--- config.mk ---
export PLATFORM = sky130hd
export DESIGN_NAME = bcc_core
export DESIGN_NICKNAME = d
export VERILOG_FILES = /design/src/hdl/bcc_pkg.sv /design/src/hdl/bcc_sync_if.sv /design/src/hdl/bcc_apb_regs.sv /design/src/hdl/bcc_core.sv /design/src/hdl/bcc_pin_sync.sv
export VERILOG_INCLUDE_DIRS = /design/src /design/src/hdl
export SDC_FILE = /design/constraint.sdc
export NUM_CORES = 1
export LEC_CHECK = 0
export ABC_CLOCK_PERIOD_IN_PS = 1200
export BUFFER_PORTS_ARGS = -buffer_cell sky130_fd_sc_hd__buf_2
export CAP_MARGIN = 10
export CORE_MARGIN = 5
export CORE_UTILIZATION = 43
export DETAILED_ROUTE_END_ITERATION = 10
export PLACE_DENSITY = 0.78
export SYNTH_ARGS = -nofsm -noshare
export SYNTH_HDL_FRONTEND = slang
export SYNTH_SLANG_ARGS = --single-unit
--- constraint.sdc ---
create_clock -name mclk -period 1.2 [get_ports mclk]
set_input_delay 0.12 -clock mclk [delete_from_list [all_inputs] [get_ports mclk]]
set_output_delay 0.12 -clock mclk [all_outputs]
set_load 0.01 [all_outputs]
--- src/hdl/bcc_map.svh ---
// offsets, timing figures and cycle counts for the bus command controller
`ifndef BCC_MAP_SVH
`define BCC_MAP_SVH
`define BCC_CLK_PERIOD_NS     8
`define BCC_GRANT_MIN_NS      110
`define BCC_GRANT_MAX_NS      250
// least time rounds up, longest rounds down
`define BCC_GRANT_MIN_CYC     ((`BCC_GRANT_MIN_NS + `BCC_CLK_PERIOD_NS - 1) / `BCC_CLK_PERIOD_NS)
`define BCC_GRANT_MAX_CYC     (`BCC_GRANT_MAX_NS / `BCC_CLK_PERIOD_NS)
`define BCC_CNT_W             5
// status codes
`define BCC_ST_IACK           3'b000
`define BCC_ST_IORD           3'b001
`define BCC_ST_IOWR           3'b010
`define BCC_ST_HALT           3'b011
`define BCC_ST_CODE           3'b100
`define BCC_ST_MRD            3'b101
`define BCC_ST_MWR            3'b110
`define BCC_ST_PASSIVE        3'b111
// register map of the apb slave
`define BCC_REG_CTRL          12'h000
`define BCC_REG_STATUS        12'h004
`define BCC_CTRL_RESET        32'h0000_0000
`endif

--- src/hdl/bcc_pkg.sv ---
// types shared by the bus command controller modules
package bcc_pkg;
  typedef enum logic [1:0] {
    BCC_IDLE   = 2'b00,
    BCC_LATCH  = 2'b01,
    BCC_ACTIVE = 2'b10
  } bcc_state_type;

  typedef enum logic [2:0] {
    BCC_CMD_IACK = 3'b000,
    BCC_CMD_IORD = 3'b001,
    BCC_CMD_IOWR = 3'b010,
    BCC_CMD_NONE = 3'b011,
    BCC_CMD_MRD  = 3'b100,
    BCC_CMD_MWR  = 3'b110
  } bcc_cmd_type;
endpackage : bcc_pkg

--- src/hdl/bcc_sync_if.sv ---
// carrier between the pin synchroniser and the controller core
`timescale 1ns/1ns
interface bcc_sync_if;
  logic [2:0] status_code;
  logic       bus_grant_n;
  logic       command_qualifier;
  logic       mode_strap;
  modport src (output status_code, output bus_grant_n, output command_qualifier, output mode_strap);
  modport dst (input status_code, input bus_grant_n, input command_qualifier, input mode_strap);
endinterface : bcc_sync_if

--- src/hdl/bcc_apb_regs.sv ---
// apb slave: control word and live status of the controller
`timescale 1ns/1ns
`include "bcc_map.svh"
module bcc_apb_regs (
  input  wire logic        mclk,
  input  wire logic        rstn,
  input  wire logic        psel,
  input  wire logic        penable,
  input  wire logic        pwrite,
  input  wire logic [11:0] paddr,
  input  wire logic [31:0] pwdata,
  output logic      [31:0] prdata,
  output logic             pready,
  output logic             pslverr,
  output logic             mask_on_first_ack,
  input  wire logic [31:0] status_word
);
  logic [31:0] ctrl_r;
  logic [31:0] prdata_r;
  logic        err_r;

  // --------------------------------------------------------------------
  // decode
  // --------------------------------------------------------------------
  wire access   = psel & penable;
  wire hit_ctrl = (paddr == `BCC_REG_CTRL);
  wire hit_stat = (paddr == `BCC_REG_STATUS);
  wire mapped   = hit_ctrl | hit_stat;
  wire [31:0] rd_mux = hit_ctrl ? ctrl_r : hit_stat ? status_word : 32'h0000_0000;

  // zero-wait slave; unmapped addresses answer with pslverr
  assign pready             = 1'b1;
  assign prdata             = prdata_r;
  assign pslverr            = err_r;
  assign mask_on_first_ack  = ctrl_r[0];

  // --------------------------------------------------------------------
  // registers
  // --------------------------------------------------------------------
  // read data registered in setup so it is stable during access
  always_ff @(posedge mclk or negedge rstn) begin
    if (!rstn) begin
      ctrl_r   <= `BCC_CTRL_RESET;
      prdata_r <= 32'h0000_0000;
      err_r    <= 1'b0;
    end else begin
      if (access && pwrite && hit_ctrl) ctrl_r <= {31'h0000_0000, pwdata[0]};
      if (psel && !penable) begin
        prdata_r <= rd_mux;
        err_r    <= !mapped;
      end
    end
  end
endmodule : bcc_apb_regs

--- src/hdl/bcc_core.sv ---
// bus command controller: status decode, latch strobe, command and control outputs
//
// Operation
// [RQ1] passive status keeps all command strobes high
// [RQ2] address strobe active high, latches on fall
// [RQ3] transceiver enable active high
// [RQ4] direction high for writes, low reads
// [RQ5] commands enabled 110 to 250 ns after grant
// [RQ6] grant release floats command drivers immediately
// [RQ7] io bus mode: io commands ignore grant
// [RQ8] qualifier low forces strobes and enables inactive
// [RQ9] strap high io mode, low system mode
// [RQ10] early io write low with read timing
// [RQ11] io write strobe low accepts data
// [RQ12] io read strobe low drives data
// [RQ13] early memory write low with read timing
// [RQ14] memory write strobe low stores data
// [RQ15] memory read strobe low drives data
// [RQ16] interrupt acknowledge strobe low requests vector
// [RQ17] system mode: cascade gate high in interrupts
// [RQ18] io mode: peripheral enable active low
// [RQ19] status code decode table
// [RQ20] io mode: io commands start at once
// [RQ21] detect cycle start, strobe address, then commands
`timescale 1ns/1ns
`include "bcc_map.svh"
module bcc_core #(
  parameter int GRANT_MIN_CYC = `BCC_GRANT_MIN_CYC,
  parameter int GRANT_MAX_CYC = `BCC_GRANT_MAX_CYC
) (
  input  wire logic        mclk,
  input  wire logic        rstn,
  input  wire logic        status_code_bit0,
  input  wire logic        status_code_bit1,
  input  wire logic        status_code_bit2,
  input  wire logic        bus_grant_in_n,
  input  wire logic        command_qualifier,
  input  wire logic        mode_strap,
  input  wire logic        psel,
  input  wire logic        penable,
  input  wire logic        pwrite,
  input  wire logic [11:0] paddr,
  input  wire logic [31:0] pwdata,
  output logic      [31:0] prdata,
  output logic             pready,
  output logic             pslverr,
  output logic             address_strobe,
  output logic             transceiver_enable,
  output logic             transfer_direction,
  output logic             cascade_or_peripheral_enable,
  output logic             mem_read_strobe_n,
  output logic             mem_write_strobe_n,
  output logic             early_mem_write_strobe_n,
  output logic             io_read_strobe_n,
  output logic             io_write_strobe_n,
  output logic             early_io_write_strobe_n,
  output logic             interrupt_ack_strobe_n,
  output logic             mem_cmd_oe,
  output logic             io_cmd_oe
);
  bcc_sync_if sync ();
  bcc_pkg::bcc_state_type state_r;
  bcc_pkg::bcc_state_type state_nxt;
  logic [2:0] code_r;
  logic       ale_r;
  logic       late_r;
  logic       dir_r;
  logic       xcvr_en_r;
  logic       periph_en_r;
  logic       casc_gate_r;
  logic       ack_seen_r;
  logic [6:0] strb_r;
  logic [`BCC_CNT_W-1:0] grant_cnt_r;
  logic       grant_ok_r;
  logic       mask_first;

  // --------------------------------------------------------------------
  // pin capture
  // --------------------------------------------------------------------
  // passive code and released grant at reset, so nothing fires early
  bcc_pin_sync #(.W(6)) u_sync (
    .mclk    (mclk),
    .rstn    (rstn),
    .pin_in  ({mode_strap, command_qualifier, bus_grant_in_n,
               status_code_bit2, status_code_bit1, status_code_bit0}),
    .rst_val (6'b00_1111),
    .sync    (sync)
  );

  bcc_apb_regs u_regs (
    .mclk               (mclk),
    .rstn               (rstn),
    .psel               (psel),
    .penable            (penable),
    .pwrite             (pwrite),
    .paddr              (paddr),
    .pwdata             (pwdata),
    .prdata             (prdata),
    .pready             (pready),
    .pslverr            (pslverr),
    .mask_on_first_ack  (mask_first),
    .status_word        ({22'h00_0000, grant_ok_r, sync.mode_strap, sync.command_qualifier,
                          sync.bus_grant_n, state_r, code_r, ack_seen_r})
  );

  // --------------------------------------------------------------------
  // status decode
  // --------------------------------------------------------------------
  wire [2:0] code     = sync.status_code;
  wire       io_mode  = sync.mode_strap;                              // RQ9
  wire       passive  = (code == `BCC_ST_PASSIVE);
  wire       halt     = (code == `BCC_ST_HALT);
  wire       start    = !passive && !halt;
  wire       is_iack  = (code_r == `BCC_ST_IACK);                     // RQ19
  wire       is_iord  = (code_r == `BCC_ST_IORD);                     // RQ19
  wire       is_iowr  = (code_r == `BCC_ST_IOWR);                     // RQ19
  wire       is_mrd   = (code_r == `BCC_ST_CODE) || (code_r == `BCC_ST_MRD); // RQ19
  wire       is_mwr   = (code_r == `BCC_ST_MWR);                      // RQ19
  wire       is_write = is_iowr || is_mwr;
  wire       is_io    = is_iack || is_iord || is_iowr;
  wire       qual     = sync.command_qualifier;

  // --------------------------------------------------------------------
  // cycle sequencer
  // --------------------------------------------------------------------
  // idle -> latch (one cycle of address strobe) -> active until passive
  always_comb begin
    state_nxt = state_r;
    case (state_r)
      bcc_pkg::BCC_IDLE:   if (start) state_nxt = bcc_pkg::BCC_LATCH; // RQ21
      bcc_pkg::BCC_LATCH:  state_nxt = bcc_pkg::BCC_ACTIVE;
      bcc_pkg::BCC_ACTIVE: if (passive) state_nxt = bcc_pkg::BCC_IDLE; // RQ1
      default:             state_nxt = bcc_pkg::BCC_IDLE;
    endcase
  end

  always_ff @(posedge mclk or negedge rstn) begin
    if (!rstn) begin
      state_r <= bcc_pkg::BCC_IDLE;
      code_r  <= `BCC_ST_PASSIVE;
      ale_r   <= 1'b0;
      late_r  <= 1'b0;
    end else begin
      state_r <= state_nxt;
      if (state_r == bcc_pkg::BCC_IDLE && start) code_r <= code;
      else if (state_nxt == bcc_pkg::BCC_IDLE) code_r <= `BCC_ST_PASSIVE;
      ale_r  <= (state_r == bcc_pkg::BCC_IDLE) && start;              // RQ2 RQ21
      late_r <= (state_nxt == bcc_pkg::BCC_ACTIVE) && (state_r == bcc_pkg::BCC_ACTIVE);
    end
  end

  // --------------------------------------------------------------------
  // bus grant delay
  // --------------------------------------------------------------------
  // counts grant-low cycles; release drops it at once
  always_ff @(posedge mclk or negedge rstn) begin
    if (!rstn) begin
      grant_cnt_r <= '0;
      grant_ok_r  <= 1'b0;
    end else if (sync.bus_grant_n) begin
      grant_cnt_r <= '0;                                              // RQ6
      grant_ok_r  <= 1'b0;                                            // RQ6
    end else begin
      if (grant_cnt_r < GRANT_MIN_CYC[`BCC_CNT_W-1:0]) grant_cnt_r <= grant_cnt_r + 1'b1;
      grant_ok_r <= (grant_cnt_r >= GRANT_MIN_CYC[`BCC_CNT_W-1:0] - 1'b1); // RQ5
    end
  end

  // the synchroniser adds four cycles before the counter sees the edge
  assign mem_cmd_oe = grant_ok_r;                                     // RQ5 RQ6
  assign io_cmd_oe  = io_mode ? 1'b1 : grant_ok_r;                    // RQ7

  // --------------------------------------------------------------------
  // command strobes
  // --------------------------------------------------------------------
  // order: ack, iord, iowr, early iowr, mrd, mwr, early mwr
  // grant gating lives in the driver enables, so strobes never wait on it
  wire act   = (state_r == bcc_pkg::BCC_ACTIVE) && qual;              // RQ8 RQ1
  logic [6:0] strb_nxt;
  assign strb_nxt[0] = act && is_iack;                                // RQ16
  assign strb_nxt[1] = act && is_iord;                                // RQ12 RQ20
  assign strb_nxt[2] = act && is_iowr && late_r;                      // RQ11
  assign strb_nxt[3] = act && is_iowr;                                // RQ10
  assign strb_nxt[4] = act && is_mrd;                                 // RQ15
  assign strb_nxt[5] = act && is_mwr && late_r;                       // RQ14
  assign strb_nxt[6] = act && is_mwr;                                 // RQ13

  always_ff @(posedge mclk or negedge rstn) begin
    if (!rstn) strb_r <= 7'h00;
    else       strb_r <= strb_nxt;
  end

  assign interrupt_ack_strobe_n   = ~strb_r[0];                       // RQ16
  assign io_read_strobe_n         = ~strb_r[1];                       // RQ12
  assign io_write_strobe_n        = ~strb_r[2];                       // RQ11
  assign early_io_write_strobe_n  = ~strb_r[3];                       // RQ10
  assign mem_read_strobe_n        = ~strb_r[4];                       // RQ15
  assign mem_write_strobe_n       = ~strb_r[5];                       // RQ14
  assign early_mem_write_strobe_n = ~strb_r[6];                       // RQ13

  // --------------------------------------------------------------------
  // control outputs
  // --------------------------------------------------------------------
  // in io mode io cycles steer the peripheral enable instead of the main one
  wire io_path = io_mode && is_io;
  always_ff @(posedge mclk or negedge rstn) begin
    if (!rstn) begin
      dir_r       <= 1'b0;
      xcvr_en_r   <= 1'b0;
      periph_en_r <= 1'b0;
      casc_gate_r <= 1'b0;
      ack_seen_r  <= 1'b0;
    end else begin
      dir_r       <= (state_r != bcc_pkg::BCC_IDLE) && is_write;      // RQ4
      xcvr_en_r   <= act && !io_path;                                 // RQ3 RQ8
      periph_en_r <= act && io_path;                                  // RQ18 RQ20 RQ8
      // cascade gate during latch of an interrupt cycle, optionally
      // masked on the first of the back-to-back pair
      casc_gate_r <= !io_mode && (state_nxt == bcc_pkg::BCC_LATCH) && (code == `BCC_ST_IACK)
                     && !(mask_first && !ack_seen_r);                 // RQ17
      if (state_r == bcc_pkg::BCC_LATCH && is_iack) ack_seen_r <= !ack_seen_r;
      else if (state_r == bcc_pkg::BCC_LATCH) ack_seen_r <= 1'b0;
    end
  end

  assign address_strobe               = ale_r;                        // RQ2
  assign transceiver_enable           = xcvr_en_r;                    // RQ3
  assign transfer_direction           = dir_r;                        // RQ4
  assign cascade_or_peripheral_enable = io_mode ? ~periph_en_r : casc_gate_r; // RQ17 RQ18
endmodule : bcc_core

--- src/hdl/bcc_pin_sync.sv ---
// three-flop pin synchroniser: a change counts once stages two and three agree
`timescale 1ns/1ns
module bcc_pin_sync #(
  parameter int W = 6
) (
  input  wire logic         mclk,
  input  wire logic         rstn,
  input  wire logic [W-1:0] pin_in,
  input  wire logic [W-1:0] rst_val,
  bcc_sync_if.src           sync
);
  logic [W-1:0] s1_r;
  logic [W-1:0] s2_r;
  logic [W-1:0] s3_r;
  logic [W-1:0] out_r;
  logic         armed_r;

  // --------------------------------------------------------------------
  // capture chain
  // --------------------------------------------------------------------
  // stage one is read only by stage two
  always_ff @(posedge mclk or negedge rstn) begin
    if (!rstn) begin
      s1_r <= '0;
      s2_r <= '0;
      s3_r <= '0;
    end else begin
      s1_r <= pin_in;
      s2_r <= s1_r;
      s3_r <= s2_r;
    end
  end

  // --------------------------------------------------------------------
  // agreement filter
  // --------------------------------------------------------------------
  // rst_val is loaded by the clock, never by the async reset branch
  genvar g;
  for (g = 0; g < W; g++) begin : g_bit
    always_ff @(posedge mclk) begin
      if (!armed_r) begin
        out_r[g] <= rst_val[g];
      end else if (s2_r[g] == s3_r[g]) begin
        out_r[g] <= s3_r[g];
      end
    end
  end

  // arm only after four edges so the chain holds real pin values
  logic [1:0] warm_r;
  always_ff @(posedge mclk or negedge rstn) begin
    if (!rstn) begin
      warm_r  <= 2'd0;
      armed_r <= 1'b0;
    end else begin
      if (warm_r != 2'd3) warm_r <= warm_r + 2'd1;
      armed_r <= (warm_r == 2'd3);
    end
  end

  assign sync.status_code       = out_r[2:0];
  assign sync.bus_grant_n       = out_r[3];
  assign sync.command_qualifier = out_r[4];
  assign sync.mode_strap        = out_r[5];
endmodule : bcc_pin_sync

==> run_results.csv <==
group,metric,value,unit
synthesis,synth.top_cell.area_share,54.8,%
die,dieArea,7470,µm²
placed_design,dpl_cell_area,2820,µm²
synthesis,synth_edf_count,0,
synthesis,yosysTopAreaCell,"dfrtp_1",
routing,ant_nets,0,
die,chipHeight,86.4,µm
power_and_ir_drop,total_power,5.19,mW
final_layout,syn2layout_area_growth,23.9,%
synthesis,synth_flop_cell,"dfrtp_1",
synthesis,syn_inst,208,
status,status,"complete, no violations",
die,rows,27,
final_layout,final_area,3110,µm²
routing,wl_per_cell,12.0,µm
power_and_ir_drop,peakVddDrop,0.903,mV
synthesis,ys_top_cells_by_count,"dfrtp_1 (55), buf_4 (23), inv_1 (14), nor2_1 (14), a22o_1 (10)",
grt,grt_overflow,0,
placed_design,port_buffers,47,
power_and_ir_drop,powerDensity,1670,nW/µm²
setup_path,r2r_cells,3,
clock_network,cts_tree,"done",
grt,grt_first_pass_wirelength,6860,µm
clock_network,cts_buffer_depth,2,
routing,routed_via_density,4.67,
timing,hold_viol,0,
clock_network,htreeDepth,3,
timing,fin_ws,0.00910,ns
placed_design,dp_hpwl,3080,µm
timing,fin_crit,1.19,ns
synthesis,synth_seq_cells,64,
clock_network,cts_made_buffers,9,
synthesis,synth.area.top_cells,"dfrtp_1 (55%), buf_4 (6.9%), dfxtp_1 (4.8%)",
synthesis,synth_cell_types,41,
min_path,hold_start,"pwdata[0]",
final_layout,fillers,500,
setup_path,crit_path_start,"paddr[9]",
routing,drt_iter0_markers,69,
placed_design,routabilityCongestion,0.773,
setup_path,endpoint_kind,"register",
flow_run,maxCapViolations,0,
clock_network,cts_root_buf,"clkbuf_8",
clock_network,path_clk_slew,0.06,ns
synthesis,async_reset_ff_share,90.6,%
setup_path,crit_arrival,1.41,ns
setup_path,r2r_start,"code_r[2]",
timing,timing.hold.ws,0.0317,ns
timing,fin_crit_sh,99.2,%
power_and_ir_drop,leakage,1.50,nW
synthesis,synth.most_common_cell,"dfrtp_1",
timing,maxSlewViolCount,0,
synthesis,syn-cell-area,2510,µm²
setup_path,cp_data_required_time,1.41,ns
clock_network,clock_latency,0.33,ns
placed_design,pre_cts_ws,-0.340,ns
setup_path,start_kind,"primary input",
die,initial_core_util,44.8,%
final_layout,antennaDiodeCount,0,
timing,setup_viol,0,
die,io_pins,102,
routing,drt_first_pass_iters,4,
clock_network,clock-sinks,64,
setup_path,criticalPathCategory,"in -> reg",
min_path,hold_class,"in -> reg",
routing,drc,0,
timing,skew,0.00863,ns
routing,vias,1647,
timing,rsz0062_at_grt,"true",
grt,track_usage,11.9,%
timing,max_freq,840,MHz
setup_path,cp_max_fo,3,
min_path,holdPathStages,2,
routing,drt_wl_total,4250,µm
final_layout,drive_above_1_share,32.4,%
grt,grt_max_degree,29,
synthesis,ys_seq_area_share,62.7,%
die,core,5610,µm²
synthesis,syn_avg_cell_area,12.1,µm²
final_layout,utilization,55.5,%
die,die_x,86.4,µm
grt,antenna_found_initial,0,
grt,grt_pass1_vias,1532,
synthesis,ys_warn_count,0,
final_layout,nNetsFinal,336,
-- cell usage in the layout (no fill, tap or decap), types with 7 or more instances in the layout --
cell	count
dlygate4sd3_1	7
buf_4	10
o21ai_0	7
clkbuf_8	12
nand2_1	9
conb_1	23
buf_2	46
a22o_1	10
nor2_1	14
inv_1	12
dfrtp_1	53
-- kinds of logic (layout without fill, tap and decap cells) --
logic type | count (synthesis) | count (layout) | synth area share (%)
fa+ha+maj | 3 | 3 | 1.49
buf+inv | 42 | 94 | 9.72
compound gates | 41 | 41 | 11.5
flops | 64 | 64 | 62.7
simple gates | 49 | 49 | 11.4
xor+xnor | 2 | 2 | 0.698
other cells | 2 | 23 | 0.299
mux | 5 | 5 | 2.19
-- metrics by stage --
stage               std cells  setup TNS (ns)
finish                    353               0
global route              353         -0.0251
CTS                       353               0
detailed placement        330           -3.02
global placement          330           -2.61
floorplan                 229           -1.64
-- power breakdown --
group | switching (mW) | leakage (nW) | total [mW] | internal [mW]
registers | 0.282 | 0.778 | 2.72 | 2.44
clock network | 0.685 | 0.0886 | 1.58 | 0.898
logic | 0.424 | 0.635 | 0.886 | 0.462
-- registers in the layout, indices dropped and copies added (netlist names), 2 cells and up --
register / flops
code_r: 3
u_sync.s3_r: 6
state_r: 2
u_sync.s1_r: 6
u_regs.prdata: 10
u_sync.s2_r: 6
u_sync.sync.status_code: 3
grant_cnt_r: 5
u_sync.warm_r: 2
strb_r: 7
-- worst max-delay path, cell delays in order --
cell    delay (ns)
buf_2         0.09
or4_4         0.56
nor4_2        0.27
mux2_2        0.36
-- final cells by class --
cell class / instances / area (µm²) / share of cell area [%]
inverter: 14 / 52.6 / 1.69
timing repair buffer: 66 / 418 / 13.4
clock buffer: 14 / 173 / 5.55
multi-input combinational: 123 / 796 / 25.6
tap: 72 / 90.1 / 2.90
sequential: 64 / 1580 / 50.8
-- path summary, 6_finish.rpt --
check	slack [ns]	to
max	0.009	u_regs.ctrl_r[0]
min	0.03	u_regs.ctrl_r[0]
max reg2reg	0.07	strb_r[2]
min reg2reg	0.34	u_sync.s2_r[0]
max in group asynchronous	0.41	strb_r[3]
min in group asynchronous	0.24	u_regs.pslverr
-- routing by layer --
layer	share of wire (%)	track usage (%)	vias up
met2	49	18.8	47
li1	-	-	810
met5	0	0	-
met4	1.9	5.52	0
met1	41	14.0	779
met3	7.9	5.32	11
-- repair_timing --
item	CTS	global route
hold endpoints to repair	19	0
setup buffers	2	0
pin swaps	0	1
hold buffers	7	0
gates resized for setup	5	10
endpoints found under the setup margin	3	14
(Power assumes the default switching activity.)
